### src/hdl/dmcps_regs.svh
// Constants for the memory controller port shell
`ifndef DMCPS_REGS_SVH
`define DMCPS_REGS_SVH
`define DMCPS_APB_IDX_MSB 11
`define DMCPS_APB_IDX_LSB 2
`define DMCPS_RESP_OKAY 2'h0
`define DMCPS_RESP_EXOKAY 2'h1
`define DMCPS_LOCK_EXCL 2'h1
`define DMCPS_ROW_MSB 25
`define DMCPS_ROW_LSB 10
`define DMCPS_REG_SCRATCH 10'h000
`define DMCPS_REG_STATUS 10'h001
`define DMCPS_REG_CTRL 10'h002
`define DMCPS_CMD_NOP 3'h7
`define DMCPS_CMD_ACT 3'h3
`define DMCPS_CMD_RD 3'h5
`define DMCPS_CMD_WR 3'h4
`define DMCPS_CMD_REF 3'h1
`define DMCPS_REFRESH_NS 7800
`define DMCPS_CLK_NS 100
`define DMCPS_REF_CYC (`DMCPS_REFRESH_NS / `DMCPS_CLK_NS)
`endif

### src/hdl/dmcps_pkg.sv
// Types for the memory controller port shell
package dmcps_pkg;
    typedef enum logic [2:0] {
        DMCPS_IDLE = 3'b000,
        DMCPS_ACT = 3'b001,
        DMCPS_RD = 3'b010,
        DMCPS_WR = 3'b011,
        DMCPS_BRESP = 3'b100,
        DMCPS_REF = 3'b101
    } dmcps_state_e;
endpackage

### src/hdl/dmcps_top.sv
// Memory controller port shell: AXI slave, APB port, memory pads
`timescale 1ns/100ps
`include "dmcps_regs.svh"
module dmcps_top import dmcps_pkg::*; #(
    parameter int chip_select_count = 2,
    parameter int memory_bits_wide = 16,
    parameter int axi_tag_width = 4,
    parameter bit use_phy_pads = 1'b0,
    parameter bit cke_per_chip = 1'b1,
    parameter bit mem_is_ddr = 1'b1
) (
    // Clock and reset
    input wire logic i_clk,
    input wire logic i_nrst,
    // AXI write address
    input wire logic [31:0] i_awaddr,
    input wire logic [axi_tag_width-1:0] i_awid,
    input wire logic [3:0] i_awlen,
    input wire logic [1:0] i_awlock,
    input wire logic [3:0] i_awcache,
    input wire logic [2:0] i_awprot,
    input wire logic i_awvalid,
    output logic o_awready,
    // AXI write data
    input wire logic [31:0] i_wdata,
    input wire logic [axi_tag_width-1:0] i_wid,
    input wire logic i_wlast,
    input wire logic i_wvalid,
    output logic o_wready,
    // AXI write response
    output logic [axi_tag_width-1:0] o_bid,
    output logic [1:0] o_bresp,
    output logic o_bvalid,
    input wire logic i_bready,
    // AXI read address
    input wire logic [31:0] i_araddr,
    input wire logic [axi_tag_width-1:0] i_arid,
    input wire logic [3:0] i_arlen,
    input wire logic [1:0] i_arlock,
    input wire logic [3:0] i_arcache,
    input wire logic [2:0] i_arprot,
    input wire logic i_arvalid,
    output logic o_arready,
    // AXI read data
    output logic [31:0] o_rdata,
    output logic [axi_tag_width-1:0] o_rid,
    output logic o_rlast,
    output logic [1:0] o_rresp,
    output logic o_rvalid,
    input wire logic i_rready,
    // AXI low-power
    input wire logic i_csysreq,
    output logic o_csysack,
    output logic o_cactive,
    // APB
    input wire logic [31:0] i_paddr,
    input wire logic i_psel,
    input wire logic i_penable,
    input wire logic i_pwrite,
    input wire logic [31:0] i_pwdata,
    output logic [31:0] o_prdata,
    output logic o_pready,
    output logic o_pslverr,
    // Memory pads (direct pins, or PHY-side when use_phy_pads)
    output logic [15:0] o_add,
    output logic o_auto_precharge_flag,
    output logic [1:0] o_ba,
    output logic o_ras_n,
    output logic o_cas_n,
    output logic o_we_n,
    output logic [chip_select_count-1:0] o_cs_n,
    output logic [chip_select_count-1:0] o_cke,
    output logic [chip_select_count-1:0] o_clk_out,
    output logic o_data_en,
    output logic [memory_bits_wide/8-1:0] o_dqm,
    output logic [memory_bits_wide-1:0] o_dq_out,
    input wire logic [memory_bits_wide-1:0] i_dq_in,
    input wire logic [memory_bits_wide/8-1:0] i_dqs_in,
    input wire logic [memory_bits_wide/8-1:0] i_dqs_in_n,
    output logic [memory_bits_wide/8-1:0] o_dqs_out
);
    localparam int MB = memory_bits_wide / 8;
    localparam logic [9:0] REF_CYC = 10'(`DMCPS_REF_CYC);

    // ----------------------------------------------------------------
    // Pin synchronisers
    // ----------------------------------------------------------------
    logic [memory_bits_wide-1:0] dq_s1, dq_s2;
    logic [MB-1:0] dqs_s1, dqs_s2, dqsn_s1, dqsn_s2;
    logic csys_s1, csys_s2;
    // Two flops on the data, strobe and csysreq inputs
    always_ff @(posedge i_clk or negedge i_nrst) begin
        if (!i_nrst) begin
            dq_s1 <= '0;
            dq_s2 <= '0;
            dqs_s1 <= '0;
            dqs_s2 <= '0;
            dqsn_s1 <= '0;
            dqsn_s2 <= '0;
            csys_s1 <= 1'b1;
            csys_s2 <= 1'b1;
        end else begin
            dq_s1 <= i_dq_in;
            dq_s2 <= dq_s1;
            dqs_s1 <= i_dqs_in;
            dqs_s2 <= dqs_s1;
            dqsn_s1 <= i_dqs_in_n;
            dqsn_s2 <= dqsn_s1;
            csys_s1 <= i_csysreq;
            csys_s2 <= csys_s1;
        end
    end

    // ----------------------------------------------------------------
    // AXI engine, one transaction at a time
    // ----------------------------------------------------------------
    dmcps_state_e state, next_state;
    logic [axi_tag_width-1:0] tag, next_tag;
    logic [15:0] row, next_row;
    logic [3:0] beats, next_beats;
    logic excl, next_excl;
    logic [9:0] ref_cnt, next_ref_cnt;
    logic ref_due, next_ref_due;
    logic [31:0] scratch, next_scratch;
    logic lp_en, next_lp_en;
    logic [3:0] cmd, next_cmd;
    logic [memory_bits_wide-1:0] wbuf, next_wbuf;
    logic [31:0] rd_word, next_rd_word;
    logic bv, next_bv, rv, next_rv, rl, next_rl, ack, next_ack, act, next_act;
    logic aw_rdy, next_aw_rdy, ar_rdy, next_ar_rdy, w_rdy, next_w_rdy;
    logic [31:0] prd, next_prd;
    logic prdy, next_prdy;
    logic [9:0] pidx;
    logic dqs_valid;

    // Only [11:2] choose a register
    assign pidx = i_paddr[`DMCPS_APB_IDX_MSB:`DMCPS_APB_IDX_LSB];
    // Strobes only count on DDR parts
    assign dqs_valid = mem_is_ddr ? |(dqs_s2 & ~dqsn_s2) : 1'b1;

    // Next-state logic; cache/prot inputs feed nothing
    always_comb begin
        next_state = state;
        next_tag = tag;
        next_row = row;
        next_beats = beats;
        next_excl = excl;
        next_ref_cnt = ref_cnt + 10'h001;
        next_ref_due = ref_due;
        next_scratch = scratch;
        next_lp_en = lp_en;
        next_cmd = {1'b0, `DMCPS_CMD_NOP};
        next_wbuf = wbuf;
        next_rd_word = rd_word;
        next_bv = bv;
        next_rv = rv;
        next_rl = rl;
        next_aw_rdy = 1'b0;
        next_ar_rdy = 1'b0;
        next_w_rdy = 1'b0;
        next_prd = prd;
        next_prdy = 1'b0;
        // Refresh timer; a stalled read holds off refresh
        if (ref_cnt == REF_CYC - 10'h001) begin
            next_ref_cnt = 10'h000;
            next_ref_due = 1'b1;
        end
        unique case (state)
            DMCPS_IDLE: begin
                if (ref_due) begin
                    next_state = DMCPS_REF;
                end else if (i_awvalid && !aw_rdy && ack) begin
                    next_aw_rdy = 1'b1;
                    next_tag = i_awid;
                    next_row = i_awaddr[`DMCPS_ROW_MSB:`DMCPS_ROW_LSB];
                    next_excl = i_awlock == `DMCPS_LOCK_EXCL;
                    next_state = DMCPS_ACT;
                    next_beats = 4'h0;
                end else if (i_arvalid && !ar_rdy && ack) begin
                    next_ar_rdy = 1'b1;
                    next_tag = i_arid;
                    next_row = i_araddr[`DMCPS_ROW_MSB:`DMCPS_ROW_LSB];
                    next_excl = i_arlock == `DMCPS_LOCK_EXCL;
                    next_beats = i_arlen;
                    next_state = DMCPS_ACT;
                    next_rl = 1'b0;
                end
            end
            DMCPS_ACT: begin
                next_cmd = {1'b0, `DMCPS_CMD_ACT};
                next_state = (beats == 4'h0 && aw_rdy) ? DMCPS_WR : DMCPS_RD;
                if (aw_rdy) next_state = DMCPS_WR;
            end
            DMCPS_WR: begin
                next_w_rdy = !(i_wvalid && w_rdy && i_wlast);
                if (i_wvalid && w_rdy) begin
                    next_cmd = {1'b1, `DMCPS_CMD_WR};
                    next_wbuf = i_wdata[memory_bits_wide-1:0];
                    if (i_wlast) begin
                        next_state = DMCPS_BRESP;
                        next_bv = 1'b1;
                    end
                end
            end
            DMCPS_BRESP: begin
                if (bv && i_bready) begin
                    next_bv = 1'b0;
                    next_state = DMCPS_IDLE;
                end
            end
            DMCPS_RD: begin
                if (!rv || i_rready) begin
                    if (rv && rl) begin
                        next_rv = 1'b0;
                        next_state = DMCPS_IDLE;
                    end else if (dqs_valid) begin
                        next_cmd = {1'b1, `DMCPS_CMD_RD};
                        next_rd_word = 32'(dq_s2);
                        next_rv = 1'b1;
                        next_rl = beats == 4'h0;
                        next_beats = beats - 4'h1;
                    end else begin
                        next_rv = 1'b0;
                    end
                end
            end
            DMCPS_REF: begin
                next_cmd = {1'b0, `DMCPS_CMD_REF};
                // A timer tick in this same cycle wins over the clear
                next_ref_due = ref_cnt == REF_CYC - 10'h001;
                next_state = DMCPS_IDLE;
            end
            default: next_state = DMCPS_IDLE;
        endcase
        // APB: completes in access phase, never errors
        if (i_psel && i_penable && !prdy) begin
            next_prdy = 1'b1;
            if (i_pwrite) begin
                if (pidx == `DMCPS_REG_SCRATCH) next_scratch = i_pwdata;
                if (pidx == `DMCPS_REG_CTRL) next_lp_en = i_pwdata[0];
            end else begin
                unique case (pidx)
                    `DMCPS_REG_SCRATCH: next_prd = scratch;
                    `DMCPS_REG_STATUS: next_prd = {29'h0, state};
                    `DMCPS_REG_CTRL: next_prd = {31'h0, lp_en};
                    default: next_prd = 32'h0;
                endcase
            end
        end
    end

    // ----------------------------------------------------------------
    // Low-power handshake
    // ----------------------------------------------------------------
    // Ack follows the request level; it drops only once idle and allowed
    always_comb begin
        next_ack = ack;
        if (csys_s2) next_ack = 1'b1;
        else if (state == DMCPS_IDLE && lp_en && !ref_due) next_ack = 1'b0;
        next_act = ack || state != DMCPS_IDLE || i_awvalid || i_arvalid;
    end

    // Registers for all state
    always_ff @(posedge i_clk or negedge i_nrst) begin
        if (!i_nrst) begin
            state <= DMCPS_IDLE;
            tag <= '0;
            row <= '0;
            beats <= '0;
            excl <= 1'b0;
            ref_cnt <= '0;
            ref_due <= 1'b0;
            scratch <= '0;
            lp_en <= 1'b1;
            cmd <= {1'b0, `DMCPS_CMD_NOP};
            wbuf <= '0;
            rd_word <= '0;
            bv <= 1'b0;
            rv <= 1'b0;
            rl <= 1'b0;
            ack <= 1'b1;
            act <= 1'b1;
            aw_rdy <= 1'b0;
            ar_rdy <= 1'b0;
            w_rdy <= 1'b0;
            prd <= '0;
            prdy <= 1'b0;
        end else begin
            state <= next_state;
            tag <= next_tag;
            row <= next_row;
            beats <= next_beats;
            excl <= next_excl;
            ref_cnt <= next_ref_cnt;
            ref_due <= next_ref_due;
            scratch <= next_scratch;
            lp_en <= next_lp_en;
            cmd <= next_cmd;
            wbuf <= next_wbuf;
            rd_word <= next_rd_word;
            bv <= next_bv;
            rv <= next_rv;
            rl <= next_rl;
            ack <= next_ack;
            act <= next_act;
            aw_rdy <= next_aw_rdy;
            ar_rdy <= next_ar_rdy;
            w_rdy <= next_w_rdy;
            prd <= next_prd;
            prdy <= next_prdy;
        end
    end

    // ----------------------------------------------------------------
    // Outputs, from flops, from compares on cmd and state, or tied constants
    // ----------------------------------------------------------------
    assign o_awready = aw_rdy;
    assign o_arready = ar_rdy;
    assign o_wready = w_rdy;
    assign o_bvalid = bv;
    assign o_bid = tag;
    assign o_bresp = {1'b0, excl}; // Upper bit tied low
    assign o_rvalid = rv;
    assign o_rid = tag;
    assign o_rresp = {1'b0, excl};
    assign o_rdata = rd_word;
    assign o_rlast = rl;
    assign o_csysack = ack;
    assign o_cactive = act;
    assign o_prdata = prd;
    assign o_pready = prdy;
    assign o_pslverr = 1'b0;
    // Pad selection fixed at build; PHY mode reuses ports
    assign o_add = row;
    assign o_auto_precharge_flag = ~use_phy_pads & cmd[3];
    assign o_ba = row[1:0];
    assign {o_ras_n, o_cas_n, o_we_n} = cmd[2:0];
    assign o_cs_n = {chip_select_count{cmd[2:0] == `DMCPS_CMD_NOP}};
    // One shared or per-chip clock enable
    assign o_cke = cke_per_chip ? {chip_select_count{ack}} : {{(chip_select_count-1){1'b0}}, ack};
    assign o_clk_out = {chip_select_count{1'b0}};
    assign o_data_en = state == DMCPS_WR;
    assign o_dqm = {MB{1'b0}};
    assign o_dq_out = wbuf;
    assign o_dqs_out = {MB{mem_is_ddr & cmd[3]}};

    // Assertions
    resp_high_a: assert property (@(posedge i_clk) disable iff (!i_nrst)
        !o_bresp[1] && !o_rresp[1]) else $error("response upper bit set");
    apb_err_a: assert property (@(posedge i_clk) disable iff (!i_nrst)
        !o_pslverr) else $error("apb error raised");
    apb_ready_a: assert property (@(posedge i_clk) disable iff (!i_nrst)
        i_psel && i_penable && !o_pready |=> o_pready) else $error("apb not ready");
    tag_echo_a: assert property (@(posedge i_clk) disable iff (!i_nrst)
        i_awvalid && o_awready |=> o_bid == $past(i_awid)) else $error("tag mismatch");
    rid_echo_a: assert property (@(posedge i_clk) disable iff (!i_nrst)
        i_arvalid && o_arready |=> o_rid == $past(i_arid)) else $error("read tag mismatch");
    lp_ack_a: assert property (@(posedge i_clk) disable iff (!i_nrst)
        !o_csysack |-> !csys_s2 || $past(!csys_s2)) else $error("ack without request");
    cke_a: assert property (@(posedge i_clk) disable iff (!i_nrst)
        o_cke[0] == o_csysack) else $error("cke wrong");
    bv_hold_a: assert property (@(posedge i_clk) disable iff (!i_nrst)
        o_bvalid && !i_bready |=> o_bvalid && $stable(o_bid)) else $error("bvalid dropped");
    dqs_a: assert property (@(posedge i_clk) disable iff (!i_nrst)
        o_dqs_out != '0 |-> mem_is_ddr && !o_cas_n) else $error("strobe on sdr");
endmodule

### config.mk
export PLATFORM = sky130hd
export DESIGN_NAME = dmcps_top
export DESIGN_NICKNAME = d
export VERILOG_FILES = /design/src/hdl/dmcps_pkg.sv /design/src/hdl/dmcps_top.sv
export VERILOG_INCLUDE_DIRS = /design/src /design/src/hdl
export SDC_FILE = /design/constraint.sdc
export NUM_CORES = 1
export LEC_CHECK = 0
export BUFFER_PORTS_ARGS = -buffer_cell sky130_fd_sc_hd__buf_2
export CAP_MARGIN = 15
export CELL_PAD_IN_SITES_DETAIL_PLACEMENT = 0
export CELL_PAD_IN_SITES_GLOBAL_PLACEMENT = 1
export CORE_MARGIN = 2
export CORE_UTILIZATION = 32
export DETAILED_ROUTE_END_ITERATION = 10
export PLACE_DENSITY_LB_ADDON = 0.25
export SLEW_MARGIN = 25
export SYNTH_ARGS = -nofsm -noshare
export SYNTH_HDL_FRONTEND = slang
export SYNTH_SLANG_ARGS = --single-unit
### constraint.sdc
create_clock -name i_clk -period 1.9 [get_ports i_clk]
set_input_delay 0 -clock i_clk [delete_from_list [all_inputs] [get_ports i_clk]]
set_output_delay 0 -clock i_clk [all_outputs]
set_load 0.02 [all_outputs]
==> impl_metrics.yaml <==
clocking:
  clkSlewWorstSetupHoldPaths_ns: 0.08
  clock-sinks: 191
  cts-root-buf: "clkbuf_16"
  cts_buffers: 17
  clock_latency_ns: 0.43
  cts_tree: "done"
  clockBufferDepth: 2
  htree_levels: 4
  postCtsSetupBuffers: 0
detailed_routing:
  drt-vias-per-instance: 4.50
  wl_um: 18400
  routedWlPerCell_um: 15.1
  ant_nets: 0
  route.detailed.drc: 0
  dr_total_vias: 5500
  first_pass_iters: 5
  initialDrtViolationCount: 171
synth:
  synth-edff-count: 0
  yosysWarningCount: 0
  syn-cell-area_sq_um: 7440
  netlist_top_cells_area: "dfrtp_1 62%, mux2_2 9.8%, buf_4 3.7%"
  netlist_instances: 545
  synth_top_area_share_pct: 61.5
  synth-seq-cells: 191
  synth_cell_types: 48
  seq_area_frac_synth_pct: 64.3
  synth_largest_area_cell: "dfrtp_1"
  synth.avg_cell_area_sq_um: 13.7
  synthArstFlopShare_pct: 100
  synthFlopType: "dfrtp_1"
place:
  gp_congestion: 0.758
  hpwl_um: 12700
  post_dp_cell_area_sq_um: 8990
  io_buffers: 249
pwr:
  internal_power_mw: 8.37
  clkPwrFrac_pct: 28.2
  cellPowerDensity_nw_per_um2: 1200
  vdd_drop_max_mv: 0.571
  switching_share_pct: 35.8
  finalPower_mw: 13.0
  pwr-share-comb_pct: 31.6
  p_seq_share_pct: 40.2
  p_switching_mw: 4.67
  p_leak_nw: 5.48
worst_setup_path:
  crit_start: "state[2]"
  rrSetupSlack_ns: 0.07
  path_max_fanout: 13
  criticalPathCategory: "reg -> reg"
  cp.required_ns: 2.22
  endpoint_kind: "register"
  rr_endpoint: "o_rdata[13]"
  r2r_cells: 4
  r2r_start: "state[2]"
  crit_path_end: "o_rdata[13]"
  arrival_ns: 2.14
  cp-start-kind: "register"
timing:
  max_freq_ghz: 0.547
  fin_worst_skew_ns: 0.0165
  tns_ns: 0
  max_slew_margin_pct: 63.7
  min_period_over_period_pct: 96.2
  rsz0062_at_grt: "yes"
  post-route-min-period_ns: 1.83
  finalHoldViolations: 0
  fin_hold_ws_ns: 0.0380
  worst_pin_slew_ns: 0.544
  slew_violations: 0
  setup_viol: 0
floorplan:
  start_util_pct: 32.8
  fp.dieW_um: 157
  die-area_sq_um: 24500
  core_area_sq_um: 22700
  die_height_um: 157
  ios: 365
  placementRows: 55
grt:
  grt_max_degree: 67
  antenna_found_initial: 1
  grt_overflow_total: 0
  track_usage_pct: 15.4
  grt_pass1_wl_um: 29500
  grt_pass1_vias: 5782
job:
  maxCapViolCount: 0
final_layout:
  areaGrowthSynthToFinish_pct: 46.2
  drive_above_1_share_pct: 41.5
  nets: 1157
  design_area_sq_um: 10900
worst_hold_path:
  min_path_type: "in -> reg"
status:
  status: "complete, no violations"
## worst min path at each step
stage,from,to,slack (ns),cells after the start
after floorplan,i_nrst,beats[0],-0.30,0
after global placement,i_nrst,dq_s1[8],0.02,1
after detailed placement,i_nrst,dq_s1[8],0.04,1
after CTS,i_awlock[0],excl,0.03,4
after global routing,i_awlock[0],excl,0.05,4
final,i_pwrite,o_prdata[1],0.04,4
## layout by cell type, fill, tap and decap left out, types with 3 or more instances in the layout
master and count:
a21oi_1 9, a22o_1 31, and3_1 5, buf_12 4, buf_2 248, buf_4 21
clkbuf_16 17, clkinv_8 5, conb_1 23, dfrtp_1 183, dfstp_2 8, dlygate4sd3_1 125
ha_1 3, inv_1 11, inv_12 4, mux2_2 65, mux2i_1 25, nand2_1 32
nand2b_1 6, nand3_1 9, nand3b_1 4, nor2_1 12, nor2b_1 4, nor3_1 5
nor3b_1 3, nor4_1 4, o21ai_0 8, o21ai_1 19, xnor2_1 5
## cells in the mapped netlist, types with 2 or more instances
cell / instances
a211o_1: 2
a21o_1: 2
a21oi_1: 9
a22o_1: 31
a31oi_1: 2
a32o_1: 2
and3_1: 5
buf_2: 14
buf_4: 37
buf_6: 2
clkbuf_1: 8
dfrtp_1: 183
dfstp_2: 8
ha_1: 3
inv_1: 11
mux2_2: 65
mux2i_1: 25
nand2_1: 32
nand2b_1: 7
nand3_1: 9
nand3b_1: 4
nor2_1: 13
nor2b_1: 4
nor3_1: 5
nor3b_1: 3
nor4_1: 5
o21ai_0: 8
o21ai_1: 19
o22ai_1: 2
or2_2: 2
xnor2_1: 5
xor2_1: 2
## through the flow
stage / worst slack (ns) / util [%] / std cells
floorplan: 0.0363 / - / 567
global placement: 0.121 / 39.6 / 1065
detailed placement: 0.0565 / 39.6 / 1065
CTS: 0.0567 / 47.9 / 1222
global route: -0.0252 / 47.9 / 1222
finish: 0.0729 / 47.9 / 1223
## cells by family (layout without fill, tap and decap cells)
kind of cell | after synthesis | in the layout | synth area share, %
AND/OR/NAND/NOR | 97 | 97 | 6.94
AO/OA/AOI/OAI | 83 | 83 | 8.02
adder cells (fa/ha/maj) | 3 | 3 | 0.504
other | 1 | 24 | 0.0504
multiplexers | 91 | 91 | 13.4
XOR/XNOR | 7 | 7 | 0.824
flip-flops | 191 | 191 | 64.3
buffers and inverters | 72 | 442 | 5.93
## power by group through the flow
stage | registers, mW | logic (mW) | clock network (mW)
5_1_grt | 5.36 | 4.50 | 3.98
4_1_cts | 5.26 | 4.17 | 3.80
3_5_place_dp | 5.34 | 3.96 | 0
6_report | 5.25 | 4.13 | 3.67
2_1_floorplan | 6.05 | 1.89 | 0
3_3_place_gp | 5.30 | 3.91 | 0
## area by class of cell
type | instances | area, sq um
inverter | 11 | 41.3
fill | 2044 | 11800
clock buffer | 17 | 425
multi-input combinational | 304 | 2320
sequential | 191 | 4790
timing repair buffer | 399 | 2740
antenna | 1 | 2.50
clock inverter | 15 | 203
tap | 285 | 357
## flip-flops by register name, summed over array words and instances (netlist names), 3 cells and up
signal	count
dq_s2	16
cmd	4
o_rdata	16
beats	4
state	3
o_dq_out	16
o_bid	4
o_prdata	32
ref_cnt	10
scratch	32
o_add	16
dq_s1	16
## routing by layer
layer  wire, um  GRT usage (%)
met5          0              0
met1       7740           18.5
met4        403           5.46
met2       9090           26.4
met3       1170           4.40
## worst max-delay path, stage by stage (launching register included)
cell and delay [ns]:
dfrtp_1 0.41, or3b_1 0.45, a221oi_4 0.22, buf_4 0.27
mux2_2 0.37
## timing repair
action / in CTS / in global routing
setup endpoints to repair: 0 / 26
hold buffers: 125 / 0
endpoints found under the hold margin: 178 / 0
gates resized for setup: 0 / 2
Power figures use the tool's default switching activity.
